[src/rtl/mtp_consts.vh]
// Register offsets, field positions, reset values and modes of the timer
`ifndef MTP_CONSTS_VH
`define MTP_CONSTS_VH

// Register byte addresses, one aligned word each
`define MTP_ADDR_W 5
`define MTP_OFS_CTRL 5'h00
`define MTP_OFS_COUNT_LO 5'h04
`define MTP_OFS_COUNT_HI 5'h08
`define MTP_OFS_RA_LO 5'h0C
`define MTP_OFS_RA_HI 5'h10
`define MTP_OFS_RB_LO 5'h14
`define MTP_OFS_RB_HI 5'h18
`define MTP_OFS_PIN 5'h1C

// Control register fields
`define MTP_BIT_MODE_HI 7
`define MTP_BIT_MODE_MID 6
`define MTP_BIT_EDGE 5
`define MTP_BIT_RUN 4
`define MTP_BIT_PEND 3
`define MTP_BIT_IRQEN 2
`define MTP_BIT_CAPTYPE 1
`define MTP_BIT_ALTRLD 0

// Mode codes on the two upper mode bits
`define MTP_MODE_EVENT 2'b00
`define MTP_MODE_CAPTURE 2'b01
`define MTP_MODE_PWM 2'b10
`define MTP_MODE_DIFF 2'b11

// Reset values
`define MTP_RST_COUNT 16'hFFFF
`define MTP_RST_RELOAD 16'h0000
`define MTP_RST_CTRL 8'h00
`define MTP_RST_PIN 1'b0

// Count boundaries
`define MTP_COUNT_ZERO 16'h0000
`define MTP_COUNT_ONE 16'h0001
`define MTP_COUNT_MAX 16'hFFFF

`endif

[src/rtl/mtp_pin_sync.v]
// Two-flop synchroniser and edge detector for the timer pin input
module mtp_pin_sync (
  // Clock and reset
  input wire pclk,
  input wire presetn,
  // Pin side
  input wire pin_in,
  // Synchronised edges, one-cycle pulses
  output wire rise,
  output wire fall
);

  reg sync1;
  reg sync2;
  reg prev;

  // Idle level high, as with the pin pull-up
  always @(posedge pclk or negedge presetn)
  begin
    if (!presetn)
    begin
      sync1 <= 1'b1;
      sync2 <= 1'b1;
      prev <= 1'b1;
    end
    else
    begin
      sync1 <= pin_in;
      sync2 <= sync1;
      prev <= sync2;
    end
  end

  assign rise = sync2 & ~prev;
  assign fall = ~sync2 & prev;

endmodule

[src/rtl/mtp_apb_port.v]
// APB slave front end: decode, strobes and error answer
`include "mtp_consts.vh"
module mtp_apb_port (
  // APB request
  input wire psel,
  input wire penable,
  input wire pwrite,
  input wire [31:0] paddr,
  input wire [3:0] pstrb,
  // APB answer
  output wire pready,
  output wire pslverr,
  // Decoded strobes
  output wire setup,
  output wire wr_byte,
  output wire mapped
);

  wire [`MTP_ADDR_W-1:0] ofs;

  assign ofs = paddr[`MTP_ADDR_W-1:0];
  // Only the low byte lane carries register data
  assign mapped = (paddr[31:`MTP_ADDR_W] == 27'h0000000) &&
                  (ofs[1:0] == 2'b00) && (ofs <= `MTP_OFS_PIN);
  // Zero wait states keep the timer bus-agnostic
  assign pready = 1'b1;
  assign pslverr = psel & penable & ~mapped;
  assign setup = psel & ~penable;
  assign wr_byte = psel & penable & pwrite & mapped & pstrb[0];

endmodule

[src/rtl/mtp_timer.v]
// Multimode 16-bit timer with PWM, event counting and capture

`include "mtp_consts.vh"

module mtp_timer (
  // Clock and reset
  input wire pclk,
  input wire presetn,
  // APB slave
  input wire psel,
  input wire penable,
  input wire pwrite,
  input wire [31:0] paddr,
  input wire [31:0] pwdata,
  input wire [3:0] pstrb,
  output wire pready,
  output wire pslverr,
  output reg [31:0] prdata,
  // Core interrupt
  input wire global_irq_enable,
  output wire timer_interrupt,
  // Timer pin
  input wire timer_pin_in,
  output wire timer_pin_out,
  output wire timer_pin_oe_n
);

  localparam DIFF_WAIT = 1'b0;
  localparam DIFF_COUNT = 1'b1;

  reg [7:0] timer_control_reg;
  reg [15:0] count_register;
  reg [15:0] reload_capture_a;
  reg [15:0] reload_b;
  reg pin_level;
  reg use_b;
  reg diff_state;

  wire setup;
  wire wr_byte;
  wire mapped;
  wire pin_rise;
  wire pin_fall;
  wire [7:0] wbyte;
  wire [`MTP_ADDR_W-1:0] ofs;
  wire [1:0] mode;
  wire is_event;
  wire is_pwm;
  wire is_cap;
  wire is_diff;
  wire run_or_underflow_flag;
  wire edge_or_toggle_select;
  wire alternate_reload_enable;
  wire sel_edge;
  wire opp_edge;
  wire end_edge;
  wire tick;
  wire at_zero;
  wire underflow;
  wire [15:0] reload_value;
  wire [15:0] count_dec;
  wire [15:0] count_inc;
  reg [7:0] rd_byte;

  // Decode kept apart so wait states can be added in one place
  mtp_apb_port u_apb (
    .psel(psel),
    .penable(penable),
    .pwrite(pwrite),
    .paddr(paddr),
    .pstrb(pstrb),
    .pready(pready),
    .pslverr(pslverr),
    .setup(setup),
    .wr_byte(wr_byte),
    .mapped(mapped)
  );

  // Pin edges reach the counter three clocks after the pin moves
  mtp_pin_sync u_sync (
    .pclk(pclk),
    .presetn(presetn),
    .pin_in(timer_pin_in),
    .rise(pin_rise),
    .fall(pin_fall)
  );

  assign wbyte = pwdata[7:0];
  assign ofs = paddr[`MTP_ADDR_W-1:0];

  // Mode decode from the stored control byte only
  assign mode = timer_control_reg[`MTP_BIT_MODE_HI:`MTP_BIT_MODE_MID];
  assign is_event = (mode == `MTP_MODE_EVENT);
  assign is_pwm = (mode == `MTP_MODE_PWM);
  assign is_cap = (mode == `MTP_MODE_CAPTURE);
  assign is_diff = (mode == `MTP_MODE_DIFF);
  assign run_or_underflow_flag = timer_control_reg[`MTP_BIT_RUN];
  assign edge_or_toggle_select = timer_control_reg[`MTP_BIT_EDGE];
  assign alternate_reload_enable = timer_control_reg[`MTP_BIT_ALTRLD];

  // Edge select: zero positive, one negative
  assign sel_edge = edge_or_toggle_select ? pin_fall : pin_rise;
  assign opp_edge = edge_or_toggle_select ? pin_rise : pin_fall;
  // Pulse ends on the opposite edge, cycle on the same edge
  assign end_edge = timer_control_reg[`MTP_BIT_CAPTYPE] ?
                    sel_edge : opp_edge;

  // Counting source per mode; synchronised edges cap the rate at half clock
  assign tick = (is_pwm & run_or_underflow_flag) |
                (is_event & run_or_underflow_flag & sel_edge) |
                is_cap;
  assign at_zero = (count_register == `MTP_COUNT_ZERO);
  // Underflow only when a tick finds zero, never on reaching it
  assign underflow = tick & at_zero & ~is_diff;

  // Second source only in PWM with alternation on
  assign reload_value = (is_pwm & alternate_reload_enable & use_b) ?
                        reload_b : reload_capture_a;
  assign count_dec = count_register - `MTP_COUNT_ONE;
  assign count_inc = count_register + `MTP_COUNT_ONE;

  // A level, not a pulse: it falls when pending and, in capture modes, the run flag are cleared or either enable drops
  assign timer_interrupt = global_irq_enable &
                           timer_control_reg[`MTP_BIT_IRQEN] &
                           (timer_control_reg[`MTP_BIT_PEND] |
                            ((is_cap | is_diff) & run_or_underflow_flag));

  // Pin driven only in PWM; low enable means driving
  assign timer_pin_oe_n = ~is_pwm;
  assign timer_pin_out = pin_level;

  // Control byte, flags and counter
  always @(posedge pclk or negedge presetn)
  begin
    if (!presetn)
    begin
      timer_control_reg <= `MTP_RST_CTRL;
      count_register <= `MTP_RST_COUNT;
      reload_capture_a <= `MTP_RST_RELOAD;
      reload_b <= `MTP_RST_RELOAD;
      pin_level <= `MTP_RST_PIN;
      use_b <= 1'b0;
      diff_state <= DIFF_WAIT;
    end
    else
    begin
      // Hardware counting, software writes below override the count
      if (is_diff)
      begin
        // Counts up from the first selected edge to the closing edge
        case (diff_state)
          DIFF_WAIT:
          begin
            if (sel_edge)
            begin
              count_register <= `MTP_COUNT_ZERO;
              diff_state <= DIFF_COUNT;
            end
          end
          DIFF_COUNT:
          begin
            if (end_edge)
            begin
              reload_capture_a <= count_register;
              diff_state <= DIFF_WAIT;
            end
            else
            begin
              count_register <= count_inc;
            end
          end
          default:
          begin
            diff_state <= DIFF_WAIT;
          end
        endcase
      end
      else
      begin
        diff_state <= DIFF_WAIT;
        if (underflow)
        begin
          count_register <= reload_value;
        end
        else if (tick)
        begin
          count_register <= count_dec;
        end
        // Standard capture copies the running count, which keeps going
        if (is_cap && sel_edge)
        begin
          reload_capture_a <= count_register;
        end
      end

      // Alternation restarts on the first register whenever stopped
      if (!(is_pwm && run_or_underflow_flag))
      begin
        use_b <= 1'b0;
      end
      else if (underflow && alternate_reload_enable)
      begin
        use_b <= ~use_b;
      end

      // Software writes, one byte per register
      // A count byte written here beats the hardware step of this cycle
      if (wr_byte)
      begin
        case (ofs)
          `MTP_OFS_CTRL: timer_control_reg <= wbyte;
          `MTP_OFS_COUNT_LO: count_register[7:0] <= wbyte;
          `MTP_OFS_COUNT_HI: count_register[15:8] <= wbyte;
          `MTP_OFS_RA_LO: reload_capture_a[7:0] <= wbyte;
          `MTP_OFS_RA_HI: reload_capture_a[15:8] <= wbyte;
          `MTP_OFS_RB_LO: reload_b[7:0] <= wbyte;
          `MTP_OFS_RB_HI: reload_b[15:8] <= wbyte;
          `MTP_OFS_PIN: pin_level <= wbyte[0];
          default: pin_level <= pin_level;
        endcase
      end

      // Pin toggles on the same edge that sets pending
      if (is_pwm && underflow && edge_or_toggle_select)
      begin
        pin_level <= ~pin_level;
      end

      // Hardware sets after the write so a same-cycle clear cannot lose it
      if ((underflow && !is_cap) ||
          (is_cap && sel_edge) ||
          (is_diff && diff_state == DIFF_COUNT && end_edge))
      begin
        timer_control_reg[`MTP_BIT_PEND] <= 1'b1;
      end
      // Capture modes reuse the run bit as underflow flag, as overflow flag in diff mode
      if ((is_cap && underflow) ||
          (is_diff && diff_state == DIFF_COUNT && !end_edge &&
           count_register == `MTP_COUNT_MAX))
      begin
        timer_control_reg[`MTP_BIT_RUN] <= 1'b1;
      end
    end
  end

  // Read mux; narrow registers sit in the low byte
  // Sixteen-bit values are read live, so a running count may tear
  always @*
  begin
    rd_byte = 8'h00;
    case (ofs)
      `MTP_OFS_CTRL: rd_byte = timer_control_reg;
      `MTP_OFS_COUNT_LO: rd_byte = count_register[7:0];
      `MTP_OFS_COUNT_HI: rd_byte = count_register[15:8];
      `MTP_OFS_RA_LO: rd_byte = reload_capture_a[7:0];
      `MTP_OFS_RA_HI: rd_byte = reload_capture_a[15:8];
      `MTP_OFS_RB_LO: rd_byte = reload_b[7:0];
      `MTP_OFS_RB_HI: rd_byte = reload_b[15:8];
      `MTP_OFS_PIN: rd_byte = {7'h00, pin_level};
      default: rd_byte = 8'h00;
    endcase
  end

  // Read data captured in setup so it stands through the access phase;
  // a counter value is thus one cycle old when the transfer completes
  always @(posedge pclk or negedge presetn)
  begin
    if (!presetn)
    begin
      prdata <= 32'h00000000;
    end
    else if (setup && !pwrite)
    begin
      prdata <= mapped ? {24'h000000, rd_byte} : 32'h00000000;
    end
  end

endmodule

[config.mk]
export PLATFORM = sky130hd
export DESIGN_NAME = mtp_timer
export DESIGN_NICKNAME = d
export VERILOG_FILES = /design/src/rtl/mtp_pin_sync.v /design/src/rtl/mtp_apb_port.v /design/src/rtl/mtp_timer.v
export VERILOG_INCLUDE_DIRS = /design/src /design/src/rtl
export SDC_FILE = /design/constraint.sdc
export NUM_CORES = 1
export LEC_CHECK = 0
export BUFFER_PORTS_ARGS = -buffer_cell sky130_fd_sc_hd__buf_2
export CAP_MARGIN = 20
export CORE_MARGIN = 5
export CORE_UTILIZATION = 60
export CTS_CLUSTER_SIZE = 14
export DETAILED_ROUTE_END_ITERATION = 7
export PLACE_DENSITY_LB_ADDON = 0.2
export SYNTH_ARGS = -nofsm -noshare
export SYNTH_HDL_FRONTEND = slang
export SYNTH_SLANG_ARGS = --single-unit
[constraint.sdc]
create_clock -name pclk -period 6.6 [get_ports pclk]
set_clock_uncertainty 0.05 [all_clocks]
set_input_delay 0 -clock pclk [delete_from_list [all_inputs] [get_ports pclk]]
set_output_delay 0 -clock pclk [all_outputs]
set_load 0.005 [all_outputs]
Yosys cells after proc, flatten, opt, wreduce, memory -nomap -nowiden:

Cells that the tools add are included.

* shifts and indexed selects: 0
* reductions and logical operators: 37
* multiply operators: 0
* eq/ne operators: 12
* magnitude comparators: 1
* bitwise gates (word level): 31
* divide/modulo/power cells: 0
* mux-type cells: 35
* add/sub/neg operators: 2

Operator list (count)
* 16-bit 2-to-1 mux: 12
* 8-bit one-hot mux with 8 select lines: 1
* 8-bit 2-to-1 mux: 5
* 16-bit one-hot mux with 2 select lines: 1
* 27-bit zero test: 1
* 5-bit == test, second input constant: 4
* 1-bit AND: 18
* 16-bit by 1-bit adder with 16-bit output, second input constant: 1
* 16-bit == test, second input constant: 1
* 16-bit zero test: 1
* 16-bit by 1-bit subtractor with 16-bit output, second input constant: 1
* 1-bit logical AND: 14
* 1-bit 2-to-1 mux: 13
* 2-bit AND reduction: 6
* 2-bit nonzero test: 6
* 5-bit by 4-bit == test with 1-bit output, second input constant: 2
* 5-bit 2-to-1 mux: 2
* 1-bit NOT: 9
* 5-bit by 3-bit == test with 1-bit output, second input constant: 1
* 5-bit less-or-equal comparator, second input constant: 1
* 5-bit zero test: 1
* 2-bit == test, second input constant: 2
* 2-bit zero test: 2
* 1-bit bitwise OR: 4
* other kinds (5): 9

* memories: 0
* word-level logic and storage cells: 132
* flip-flop bits (word level): 94
* ROM bits: 0
* RAM bits: 0
* latch bits: 0
* output and inout bits: 37
* input port bits: 75

Depth between registers and ports, before layout:

Gate-level depths: netlist of the first run.

* depth after elaboration: 13
* mapped depth: 10
* mapped depth without buffers: 8

Modules after synthesis:

A second synthesis of the first run with hierarchy kept.

* cells, all modules: 530
* area, all modules: 4829.6 um^2

By module, submodules not included
* mtp_timer: cells an instance 508, instances 1, area an instance 4634.4 um^2, seq. area each 1696.6 um^2
* mtp_apb_port: cells an instance 17, instances 1, area an instance 101.3 um^2, seq. area each 0.0 um^2
* mtp_pin_sync: cells an instance 5, instances 1, area an instance 93.8 um^2, seq. area each 78.8 um^2

Least setup slack after synthesis of the first run:

Ideal clock, no wire load.

* kind: flip-flop to flip-flop
* start: register u_sync.sync2
* end: register count_register[10]
* arrival: 2162 ps
* path buffers: 2
* path slack: 4305 ps
* required time: 6467 ps
* cell stages (with the launch flop): 9
* library setup time: 83 ps
* path through: dfstp_2 > and3b_4 > or4_4 > buf_6 > and2_4 > buf_6 > o21a_1 > o211a_1 > a221o_1

* cells in the longest elaborated chain, start to end: 12

RTL lines
* from (decl): RTL line mtp_pin_sync.v:14 `reg sync2;`
* from (signal assigned): RTL line mtp_pin_sync.v:29 `sync2 <= sync1;`
* 1-bit NOT: RTL line mtp_pin_sync.v:35 `assign fall = ~sync2 & prev;`
* 1-bit AND: RTL line mtp_pin_sync.v:35
* 1-bit 2-to-1 mux: RTL line mtp_timer.v:102 `assign sel_edge = edge_or_toggle_select ? pin_fall : pin_rise;`
* 1-bit AND: RTL line mtp_timer.v:110 `(is_event & run_or_underflow_flag & sel_edge) |`
* 1-bit bitwise OR: RTL line mtp_timer.v:109 `assign tick = (is_pwm & run_or_underflow_flag) |`
* 1-bit bitwise OR: RTL line mtp_timer.v:110
* 1-bit AND (2 in a row): RTL line mtp_timer.v:114 `assign underflow = tick & at_zero & ~is_diff;`
* 16-bit 2-to-1 mux: RTL line mtp_timer.v:181 `if (underflow)`
* 16-bit 2-to-1 mux *: RTL line mtp_timer.v:148 `if (is_diff)`
* 8-bit 2-to-1 mux: RTL line mtp_timer.v:210 `case (ofs)`
* 16-bit 2-to-1 mux *: RTL line mtp_timer.v:208 `if (wr_byte)`
* to (signal assigned): RTL line mtp_timer.v:183 `count_register <= reload_value;`
* to (signal assigned): RTL line mtp_timer.v:187 `count_register <= count_dec;`
* to (signal assigned): RTL line mtp_timer.v:213 `` `MTP_OFS_COUNT_HI: count_register[15:8] <= wbyte; ``
* to (decl): RTL line mtp_timer.v:32 `reg [15:0] count_register;`

Mark *: on every way between the ends. The rest lies on a longest branch, timed or not.
A chain may end at the register's enable or synchronous reset.

Worst setup path in the final report of the first run:

* start: register timer_control_reg[6]
* end: register count_register[6]

* cells in the longest elaborated chain, start to end: 11

RTL lines
* from (decl): RTL line mtp_timer.v:31 `reg [7:0] timer_control_reg;`
* from (signal assigned): RTL line mtp_timer.v:137 `` timer_control_reg <= `MTP_RST_CTRL; ``
* from (signal assigned): RTL line mtp_timer.v:211 `` `MTP_OFS_CTRL: timer_control_reg <= wbyte; ``
* 2-bit zero test (no source line)
* 1-bit AND (2 in a row): RTL line mtp_timer.v:110
* 1-bit bitwise OR: RTL line mtp_timer.v:109
* 1-bit bitwise OR: RTL line mtp_timer.v:110
* 1-bit AND (2 in a row): RTL line mtp_timer.v:114
* 16-bit 2-to-1 mux: RTL line mtp_timer.v:181
* 16-bit 2-to-1 mux *: RTL line mtp_timer.v:148
* 8-bit 2-to-1 mux: RTL line mtp_timer.v:210
* 16-bit 2-to-1 mux *: RTL line mtp_timer.v:208
* to (signal assigned): RTL line mtp_timer.v:183
* to (signal assigned): RTL line mtp_timer.v:187
* to (signal assigned): RTL line mtp_timer.v:212 `` `MTP_OFS_COUNT_LO: count_register[7:0] <= wbyte; ``

Marks and branches as above.

==> results of run 1 <==
-- layer usage --
metal,routed length [um],share of wire (%),GRT usage [%]
met5,0,0,0
met4,803,4.9,16.7
met3,1550,9.6,5.77
met2,7410,46,48.6
met1,6470,40,43.4
-- critical path: stages, from the launching register on --
cell     delay (ps)
dfrtp_1         540
nand2_1         610
and4_1          360
and3_1          630
nand2_1         310
mux2i_1         190
a221o_1         340
-- kinds of logic after synthesis --
kind of cell,after synthesis,synth area share [%]
DFF,70,34.0
xor gates and xnor gates,8,1.49
buffers and inverters,75,8.23
other,2,0.144
muxes,89,19.9
and+or+nand+nor,206,20.6
adders and majority gates,3,0.720
AOI/OAI and AO/OA,117,14.9
-- cells in the final DEF, fill, tap and decap left out, types with 6 or more instances in the layout --
cell type | synthesis | layout
a211oi_1 | 6 | 6
o21ai_0 | 25 | 25
buf_2 | 12 | 59
clkbuf_8 | 0 | 9
inv_1 | 11 | 11
dfstp_2 | 19 | 19
dlygate4sd3_1 | 0 | 10
a21oi_1 | 33 | 33
nor2_1 | 45 | 45
a22o_1 | 9 | 9
conb_1 | 2 | 25
nor3b_1 | 6 | 6
nor4_1 | 16 | 16
nand2_1 | 45 | 45
o211ai_1 | 9 | 9
xnor2_1 | 6 | 6
mux4_2 | 7 | 7
nand3_1 | 21 | 21
nor3_1 | 20 | 20
dfrtp_1 | 51 | 51
mux2i_1 | 45 | 45
nand4_1 | 18 | 18
mux2_2 | 35 | 35
-- per-stage QoR --
stage          utilization (%)  cell area, um2  instances  hold WS (ps)  power, uW
2_1_floorplan                -            5300        593          -346        483
3_3_place_gp              62.6            5380        701          57.4        509
3_5_place_dp              62.6            5380        701          60.7        510
4_1_cts                   66.3            5700        727           105        897
5_1_grt                   66.3            5700        727           154        926
6_report                  66.3            5700        727           120        895
-- path summary, 6_finish.rpt --
kind | startpoint | end | slack, ps | cells after the start
setup / recovery | timer_control_reg[6]$_DFFE_PN0P_ | count_register[6]$_DFF_PN1_ | 3490 | 6
hold / removal | pwrite | count_register[14]$_DFF_PN1_ | 120 | 6
setup reg to reg | timer_control_reg[6]$_DFFE_PN0P_ | count_register[6]$_DFF_PN1_ | 3490 | 6
hold reg to reg | u_sync.sync1$_DFF_PN1_ | u_sync.sync2$_DFF_PN1_ | 310 | 0
max in group asynchronous | presetn | reload_capture_a[1]$_DFF_PN0_ | 5600 | 3
min in group asynchronous | presetn | prdata[5]$_DFFE_PN0P_ | 320 | 3
-- area by class of cell --
type                    count  area, um2
inverters                  11       41.3
clock inverters             6       87.6
flip-flops and latches     70       1780
multi-input cells         448       3100
fillers                   726       2900
clock buffers              10        128
well taps                 108        135
repair buffers             74        433
-- power by group through the flow --
stage          Combinational [uW]  Sequential (uW)  Clock, uW
6_report                     76.4              432        387
3_3_place_gp                 69.0              440          0
2_1_floorplan                44.0              439          0
4_1_cts                      75.3              432        390
5_1_grt                      84.1              432        410
3_5_place_dp                 70.5              440          0
==> flow_metrics.env, run 1 <==
export IMPL_status="finished clean"
export IMPL_synth_top_cell_by_area="dfrtp_1"
export IMPL_relSlewSlack_pct=26.0
export IMPL_area_growth_synth_to_final_pct=9.23
export IMPL_cts_root_buf="clkbuf_8"
export IMPL_power_leakage_uw=0.00245
export IMPL_wl_per_cell_um=22.3
export IMPL_dp_hpwl_um=11400
export IMPL_drt_total_wl_um=16200
export IMPL_rsz0062_at_grt="false"
export IMPL_clk_transition_reported_paths_ps=80
export IMPL_clkSinkCount=70
export IMPL_synth_top_flop_cell="dfrtp_1"
export IMPL_p_clk_share_pct=43.2
export IMPL_setup_viol=0
export IMPL_io_buffers=59
export IMPL_num_antenna_cells=0
export IMPL_dr_total_vias=4874
export IMPL_initial_core_util_pct=60.7
export IMPL_cellPowerDensity_mw_per_mm2=157
export IMPL_fin_crit_sh_pct=47.2
export IMPL_synth_most_common_cell="dfrtp_1"
export IMPL_synth_edff_count=0
export IMPL_drv_slew=0
export IMPL_p_int_uw=672
export IMPL_tightest_slew_ps=1110
export IMPL_hp_class="in -> reg"
export IMPL_path_class="reg -> reg"
export IMPL_maxCapViolations=0
export IMPL_drt_iter0_drc=579
export IMPL_yosysSeqAreaShare_pct=34.0
export IMPL_num_rows=34
export IMPL_htreeDepth=3
export IMPL_drive_gt1_share_pct=24.4
export IMPL_hold_viol=0
export IMPL_cts_buffers=9
export IMPL_dr_pass1_iters=5
export IMPL_worstSetupStartpointType="flip-flop"
export IMPL_worstSkewPairLatency_ps=360
export IMPL_ant_nets=0
export IMPL_synthCells=570
export IMPL_die_w_um=103
export IMPL_pre_cts_slack_ps=3600
export IMPL_core_mm2=0.00859
export IMPL_yosysTopAreaCellShare_pct=24.5
export IMPL_ys_async_sr_fraction_pct=100
export IMPL_fmaxAchievable_mhz=321
export IMPL_top_regs="count_register: 16 flops, reload_b: 16 flops, reload_capture_a: 16 flops"
export IMPL_switching_share_pct=24.9
export IMPL_nNetsFinal=692
export IMPL_power_switching_uw=223
export IMPL_avgSynthCellArea_um2=9.15
export IMPL_synth_common_cells="dfrtp_1 (51), mux2i_1 (45), nand2_1 (45), nor2_1 (45), mux2_2 (35)"
export IMPL_yosysWarningCount=0
export IMPL_drc=0
export IMPL_die_h_um=103
export IMPL_cp_required_ps=6830
export IMPL_vdd_drop_max_mv=0.156
export IMPL_grt_max_degree=71
export IMPL_cp_end_kind="flip-flop"
export IMPL_synth_seq_cells=70
export IMPL_cts_resized=0
export IMPL_antenna_found_initial=0
export IMPL_ios=112
export IMPL_finalCriticalPeriod_ps=3110
export IMPL_grt_pass1_vias=4754
export IMPL_comb_power_share_pct=8.5
export IMPL_cts_tree="yes"
export IMPL_gp_congestion=0.994
export IMPL_finalWorstSetupSlack_ps=3490
export IMPL_cp_max_fo=19
export IMPL_tns_ps=0
export IMPL_postCtsHoldBufs=10
export IMPL_ys_types=68
export IMPL_die_area_mm2=0.0107
export IMPL_track_usage_pct=31.9
export IMPL_cts_setup_buffers=0
export IMPL_grt_pass1_wl_um=25600
export IMPL_clock_path_buffers=2
export IMPL_vias_per_cell=6.70
export IMPL_cp_arrival_ps=3350
export IMPL_p_seq_share_pct=48.2
export IMPL_syn_area_mm2=0.00522
export IMPL_grt_ovfl_total=0
export IMPL_synth_area_top_cells="dfrtp_1 (24%), dfstp_2 (9.6%), mux2i_1 (8.6%)"
No activity file was read; power rests on OpenSTA's default activity.
==> run 2: changes to the inputs <==
--- a/config.mk
+++ b/config.mk
@@ -9,7 +9,7 @@
 export BUFFER_PORTS_ARGS = -buffer_cell sky130_fd_sc_hd__buf_2
 export CAP_MARGIN = 20
 export CORE_MARGIN = 5
-export CORE_UTILIZATION = 60
+export CORE_UTILIZATION = 56
 export CTS_CLUSTER_SIZE = 14
 export DETAILED_ROUTE_END_ITERATION = 7
 export PLACE_DENSITY_LB_ADDON = 0.2
==> constraint.sdc (replaced) <==
create_clock -name pclk -period 3 [get_ports pclk]
set_clock_uncertainty 0.05 [all_clocks]
set_input_delay 0 -clock pclk [delete_from_list [all_inputs] [get_ports pclk]]
set_output_delay 0 -clock pclk [all_outputs]
set_load 0.005 [all_outputs]
==> flow_metrics.env, run 2 (synthesis results as in run 1) <==
export IMPL_status="finished clean"
export IMPL_vias_per_cell=6.52
export IMPL_setup_viol=0
export IMPL_power_switching_uw=556
export IMPL_grt_pass1_wl_um=26300
export IMPL_drt_iter0_drc=573
export IMPL_crit_buf_inv=1
export IMPL_p_clk_share_pct=40.9
export IMPL_cts_tree="yes"
export IMPL_worstSkewPairLatency_ps=370
export IMPL_tns_ps=0
export IMPL_drt_total_wl_um=16400
export IMPL_cpMaxStageDelayCell="or4_1"
export IMPL_core_mm2=0.00915
export IMPL_p_int_uw=1340
export IMPL_initial_core_util_pct=57.0
export IMPL_tightest_slew_ps=839
export IMPL_io_buffers=59
export IMPL_drc=0
export IMPL_clkSinkCount=70
export IMPL_hold_viol=0
export IMPL_die_area_mm2=0.0113
export IMPL_cts_root_buf="clkbuf_8"
export IMPL_grt_max_degree=37
export IMPL_critPathMaxStageDelay_ps=560
export IMPL_nNetsFinal=713
export IMPL_clk_transition_reported_paths_ps=100
export IMPL_finalCriticalPeriod_ps=2660
export IMPL_dp_cells=724
export IMPL_cp_required_ps=3260
export IMPL_dr_total_vias=4893
export IMPL_seqCellArea_mm2=0.00178
export IMPL_ant_nets=0
export IMPL_cp_arrival_ps=2910
export IMPL_track_usage_pct=30.0
export IMPL_critPathTopFamily="simple AND/OR/NAND/NOR gates"
export IMPL_antenna_found_initial=0
export IMPL_comb_power_share_pct=9.0
export IMPL_nFillCells=764
export IMPL_area_growth_synth_to_final_pct=12.2
export IMPL_mostFrequentLayoutCell="buf_2"
export IMPL_cts_buffers=9
export IMPL_p_seq_share_pct=50.0
export IMPL_top_regs="count_register: 16 flops, reload_b: 16 flops, reload_capture_a: 16 flops"
export IMPL_switching_share_pct=29.3
export IMPL_layout_common_cells="buf_2 (59), dfrtp_1 (51), nand2_1 (45), nor2_1 (45), mux2i_1 (45)"
export IMPL_power_uw=1900
export IMPL_dp_hpwl_um=12200
export IMPL_cts_resized=0
export IMPL_hp_class="in -> reg"
export IMPL_reg2reg_slack_ps=340
export IMPL_clock_path_buffers=2
export IMPL_relSlewSlack_pct=43.7
export IMPL_power_leakage_uw=0.00254
export IMPL_vdd_drop_max_mv=0.222
export IMPL_num_rows=35
export IMPL_grt_pass1_vias=4736
export IMPL_maxCapViolations=0
export IMPL_drive_gt1_share_pct=26.9
export IMPL_gp_congestion=0.999
export IMPL_stdcell_count=751
export IMPL_ios=112
export IMPL_drv_slew=0
export IMPL_num_antenna_cells=0
export IMPL_cp_max_fo=8
export IMPL_grt_ovfl_total=0
export IMPL_dr_pass1_iters=8
export IMPL_path_class="reg -> reg"
export IMPL_fmaxAchievable_mhz=377
export IMPL_die_h_um=107
export IMPL_htreeDepth=3
export IMPL_wl_per_cell_um=21.9
export IMPL_path_cells="or4_1, nor3_2, and3_1, buf_4, mux2_1, o211ai_1, mux2_2"
export IMPL_rsz0062_at_grt="false"
export IMPL_cellPowerDensity_mw_per_mm2=324
export IMPL_fin_crit_sh_pct=88.5
export IMPL_die_w_um=107
export IMPL_worstSetupStartpointType="flip-flop"
export IMPL_cp_end_kind="flip-flop"
export IMPL_multi_input_area_mm2=0.00310
[run 2: cell count changes in the layout (fill, tap and decap cells not counted), moves of 2 or more]
cell	delta
inv_6	+2
inv_8	+4
buf_4	+19
clkinv_4	-2
bufinv_16	-2
clkinv_2	-2
[run 2: power groups by stage]
stage	Combinational [uW]	Sequential [uW]	Clock, uW
after global placement	156	967	0
final	172	950	777
after floorplan	96.7	967	0
after detailed placement	158	967	0
after global routing	189	950	825
after CTS	170	950	784
[run 2: repair_timing]
action	in CTS	in global routing
setup buffers	0	0
endpoints found under the setup margin	0	0
hold endpoints to repair	103	0
hold buffers	11	0
[run 2: final timing paths]
path | startpoint | endpoint | depth (start not counted)
worst max-delay path | count_register[5]$_DFF_PN1_ | count_register[1]$_DFF_PN1_ | 7
worst min register to register | u_sync.sync1$_DFF_PN1_ | u_sync.sync2$_DFF_PN1_ | 0
worst max register to register | count_register[5]$_DFF_PN1_ | count_register[1]$_DFF_PN1_ | 7
max in group asynchronous | presetn | reload_b[10]$_DFFE_PN0P_ | 3
worst min-delay path | pwrite | prdata[0]$_DFFE_PN0P_ | 3
min in group asynchronous | presetn | reload_capture_a[3]$_DFF_PN0_ | 3
[run 2: cell type report]
type,instances,area share (%)
Tap cell,111,2.37
Multi-Input combinational cell,448,52.9
Inverter,11,0.705
Clock buffer,9,2.12
Timing Repair Buffer,95,10.3
Sequential cell,70,30.3
Clock inverter,7,1.20
[run 2: routing by layer]
layer	vias up	global-route usage, %	share of wire [%]
met4	0	11.1	3.7
met1	2360	41.6	41
li1	2204	-	-
met3	57	5.46	9.7
met5	-	0	0
met2	272	47.0	46
[run 2: worst register-to-register path, stage by stage, from the launching register on]
cell	delay [ps]
dfstp_2	430
or4_1	560
nor3_2	280
and3_1	410
buf_4	220
mux2_1	320
o211ai_1	150
mux2_2	170
[run 2: per-stage QoR]
step | hold WS [ps] | setup WS (ps) | utilization, % | cell area, um2
after CTS | 75.1 | 370 | 64.0 | 5850
final | 99.9 | 345 | 64.0 | 5850
after detailed placement | -226 | 391 | 60.6 | 5550
after global routing | 136 | 195 | 64.0 | 5850
after global placement | -230 | 435 | 60.6 | 5550
after floorplan | -346 | 705 | - | 5300
==> run 3: changes to the inputs <==
--- a/config.mk
+++ b/config.mk
@@ -8,11 +8,13 @@
 export LEC_CHECK = 0
 export BUFFER_PORTS_ARGS = -buffer_cell sky130_fd_sc_hd__buf_2
 export CAP_MARGIN = 20
+export CORE_ASPECT_RATIO = 1.75
 export CORE_MARGIN = 5
-export CORE_UTILIZATION = 56
+export CORE_UTILIZATION = 50
 export CTS_CLUSTER_SIZE = 14
 export DETAILED_ROUTE_END_ITERATION = 7
 export PLACE_DENSITY_LB_ADDON = 0.2
+export SKIP_CTS_REPAIR_TIMING = 1
 export SYNTH_ARGS = -nofsm -noshare
 export SYNTH_HDL_FRONTEND = slang
 export SYNTH_SLANG_ARGS = --single-unit
==> constraint.sdc (replaced) <==
create_clock -name pclk -period 2.42 [get_ports pclk]
set_clock_uncertainty 0.05 [all_clocks]
set_input_delay 0 -clock pclk [delete_from_list [all_inputs] [get_ports pclk]]
set_output_delay 0 -clock pclk [all_outputs]
set_load 0.005 [all_outputs]
==> flow_metrics.env, run 3 (synthesis results as in run 1) <==
export IMPL_top_regs="count_register: 16 flops, reload_b: 16 flops, reload_capture_a: 16 flops"
export IMPL_finalCriticalPeriod_ps=2400
export IMPL_mostFrequentLayoutCell="buf_4"
export IMPL_core_mm2=0.0102
export IMPL_nNetsFinal=751
export IMPL_clock_path_buffers=2
export IMPL_hold_viol=1
export IMPL_p_seq_share_pct=44.6
export IMPL_clkSinkCount=70
export IMPL_grt_pass1_wl_um=28200
export IMPL_cp_required_ps=2630
export IMPL_die_w_um=87.2
export IMPL_grt_pass1_vias=5246
export IMPL_fmaxAchievable_mhz=416
export IMPL_num_antenna_cells=0
export IMPL_cp_arrival_ps=2620
export IMPL_cellPowerDensity_mw_per_mm2=421
export IMPL_drive_gt1_share_pct=31.9
export IMPL_die_area_mm2=0.0127
export IMPL_gp_congestion=1.02
export IMPL_hp_class="in -> reg"
export IMPL_relSlewSlack_pct=50.3
export IMPL_nFillCells=891
export IMPL_p_clk_share_pct=46.7
export IMPL_p_int_uw=1960
export IMPL_maxCapViolations=0
export IMPL_power_switching_uw=683
export IMPL_cp_end_kind="flip-flop"
export IMPL_worstSetupStartpointType="flip-flop"
export IMPL_track_usage_pct=29.2
export IMPL_switching_share_pct=25.8
export IMPL_io_buffers=59
export IMPL_setup_viol=0
export IMPL_post_route_util_pct=61.3
export IMPL_fin_crit_sh_pct=99.4
export IMPL_area_growth_synth_to_final_pct=20.3
export IMPL_hold_ws_ps=-7.09
export IMPL_violations="negative hold slack"
export IMPL_vias_per_cell=6.29
export IMPL_antenna_found_initial=0
export IMPL_dr_pass1_iters=6
export IMPL_cts_buffers=9
export IMPL_dr_total_vias=5060
export IMPL_comb_power_share_pct=8.7
export IMPL_ios=112
export IMPL_drt_iter0_drc=462
export IMPL_initial_core_util_pct=50.9
export IMPL_worstSkewPairLatency_ps=340
export IMPL_num_rows=49
export IMPL_dp_cells=780
export IMPL_dp_hpwl_um=14000
export IMPL_ant_nets=0
export IMPL_clk_transition_reported_paths_ps=60
export IMPL_stdcell_count=805
export IMPL_drt_total_wl_um=18000
export IMPL_grt_ovfl_total=0
export IMPL_cp_max_fo=10
export IMPL_grt_max_degree=42
export IMPL_drv_slew=0
export IMPL_path_class="reg -> reg"
export IMPL_wl_per_cell_um=22.3
export IMPL_status="finished with violations"
export IMPL_power_leakage_uw=0.00277
export IMPL_cts_tree="yes"
export IMPL_cts_root_buf="clkbuf_16"
export IMPL_htreeDepth=3
export IMPL_power_uw=2640
export IMPL_drc=0
export IMPL_tightest_slew_ps=745
export IMPL_layout_common_cells="buf_4 (62), buf_2 (59), dfrtp_1 (51)"
export IMPL_vdd_drop_max_mv=0.407
export IMPL_die_h_um=145
-- run 3: path summary, 6_finish.rpt --
kind	end	cells after the start	start	slack, ps
setup / recovery	count_register[4]$_DFF_PN1_	8	timer_control_reg[1]$_DFFE_PN0P_	20
min in group asynchronous	timer_control_reg[0]$_DFFE_PN0P_	2	presetn	210
setup reg to reg	count_register[4]$_DFF_PN1_	8	timer_control_reg[1]$_DFFE_PN0P_	20
max in group asynchronous	count_register[12]$_DFF_PN1_	3	presetn	1360
hold reg to reg	u_sync.sync2$_DFF_PN1_	0	u_sync.sync1$_DFF_PN1_	310
hold / removal	reload_capture_a[6]$_DFF_PN0_	3	pwdata[6]	-7
-- run 3: per-layer routing --
layer  share of wire, %  up-vias  GRT usage, %
met5                  0        -             0
met3                6.1       87          4.48
met2                 50      273          48.8
met4                8.1        0          19.6
met1                 36     2418          33.4
li1                   -     2282             -
-- run 3: critical path, stage by stage, from the launching register on --
cell,delay (ps)
dfrtp_1,480
xor2_2,210
mux2i_4,220
buf_12,150
buf_4,160
o311ai_0,360
o41ai_1,170
a222oi_1,390
a21oi_1,120
-- run 3: layout make-up --
| cell class | count | area, um2 | share of cell area (%) |
|---|---|---|---|
| repair buffers | 133 | 921 | 14.7 |
| flip-flops and latches | 70 | 1780 | 28.3 |
| clock buffers | 9 | 225 | 3.59 |
| clock inverters | 7 | 50.0 | 0.798 |
| inverters | 11 | 41.3 | 0.658 |
| multi-input cells | 448 | 3100 | 49.5 |
| well taps | 127 | 159 | 2.53 |
-- run 3: power by group through the flow --
stage | logic (uW) | clock network, uW | registers, uW
floorplan | 120 | 0 | 1200
global placement | 209 | 0 | 1200
detailed placement | 212 | 0 | 1200
CTS | 213 | 1240 | 1180
global route | 250 | 1300 | 1180
finish | 230 | 1240 | 1180
-- run 3: stage by stage --
step	TNS (ps)	worst slack [ps]	area (um2)	hold WS (ps)
final	0	15.1	6270	-7.09
after floorplan	0	125	5300	-346
after global routing	-5.24	-5.24	6270	3.09
after CTS	0	22.0	6170	-314
after detailed placement	0	31.1	5890	41.4
after global placement	0	56.9	5890	34.7
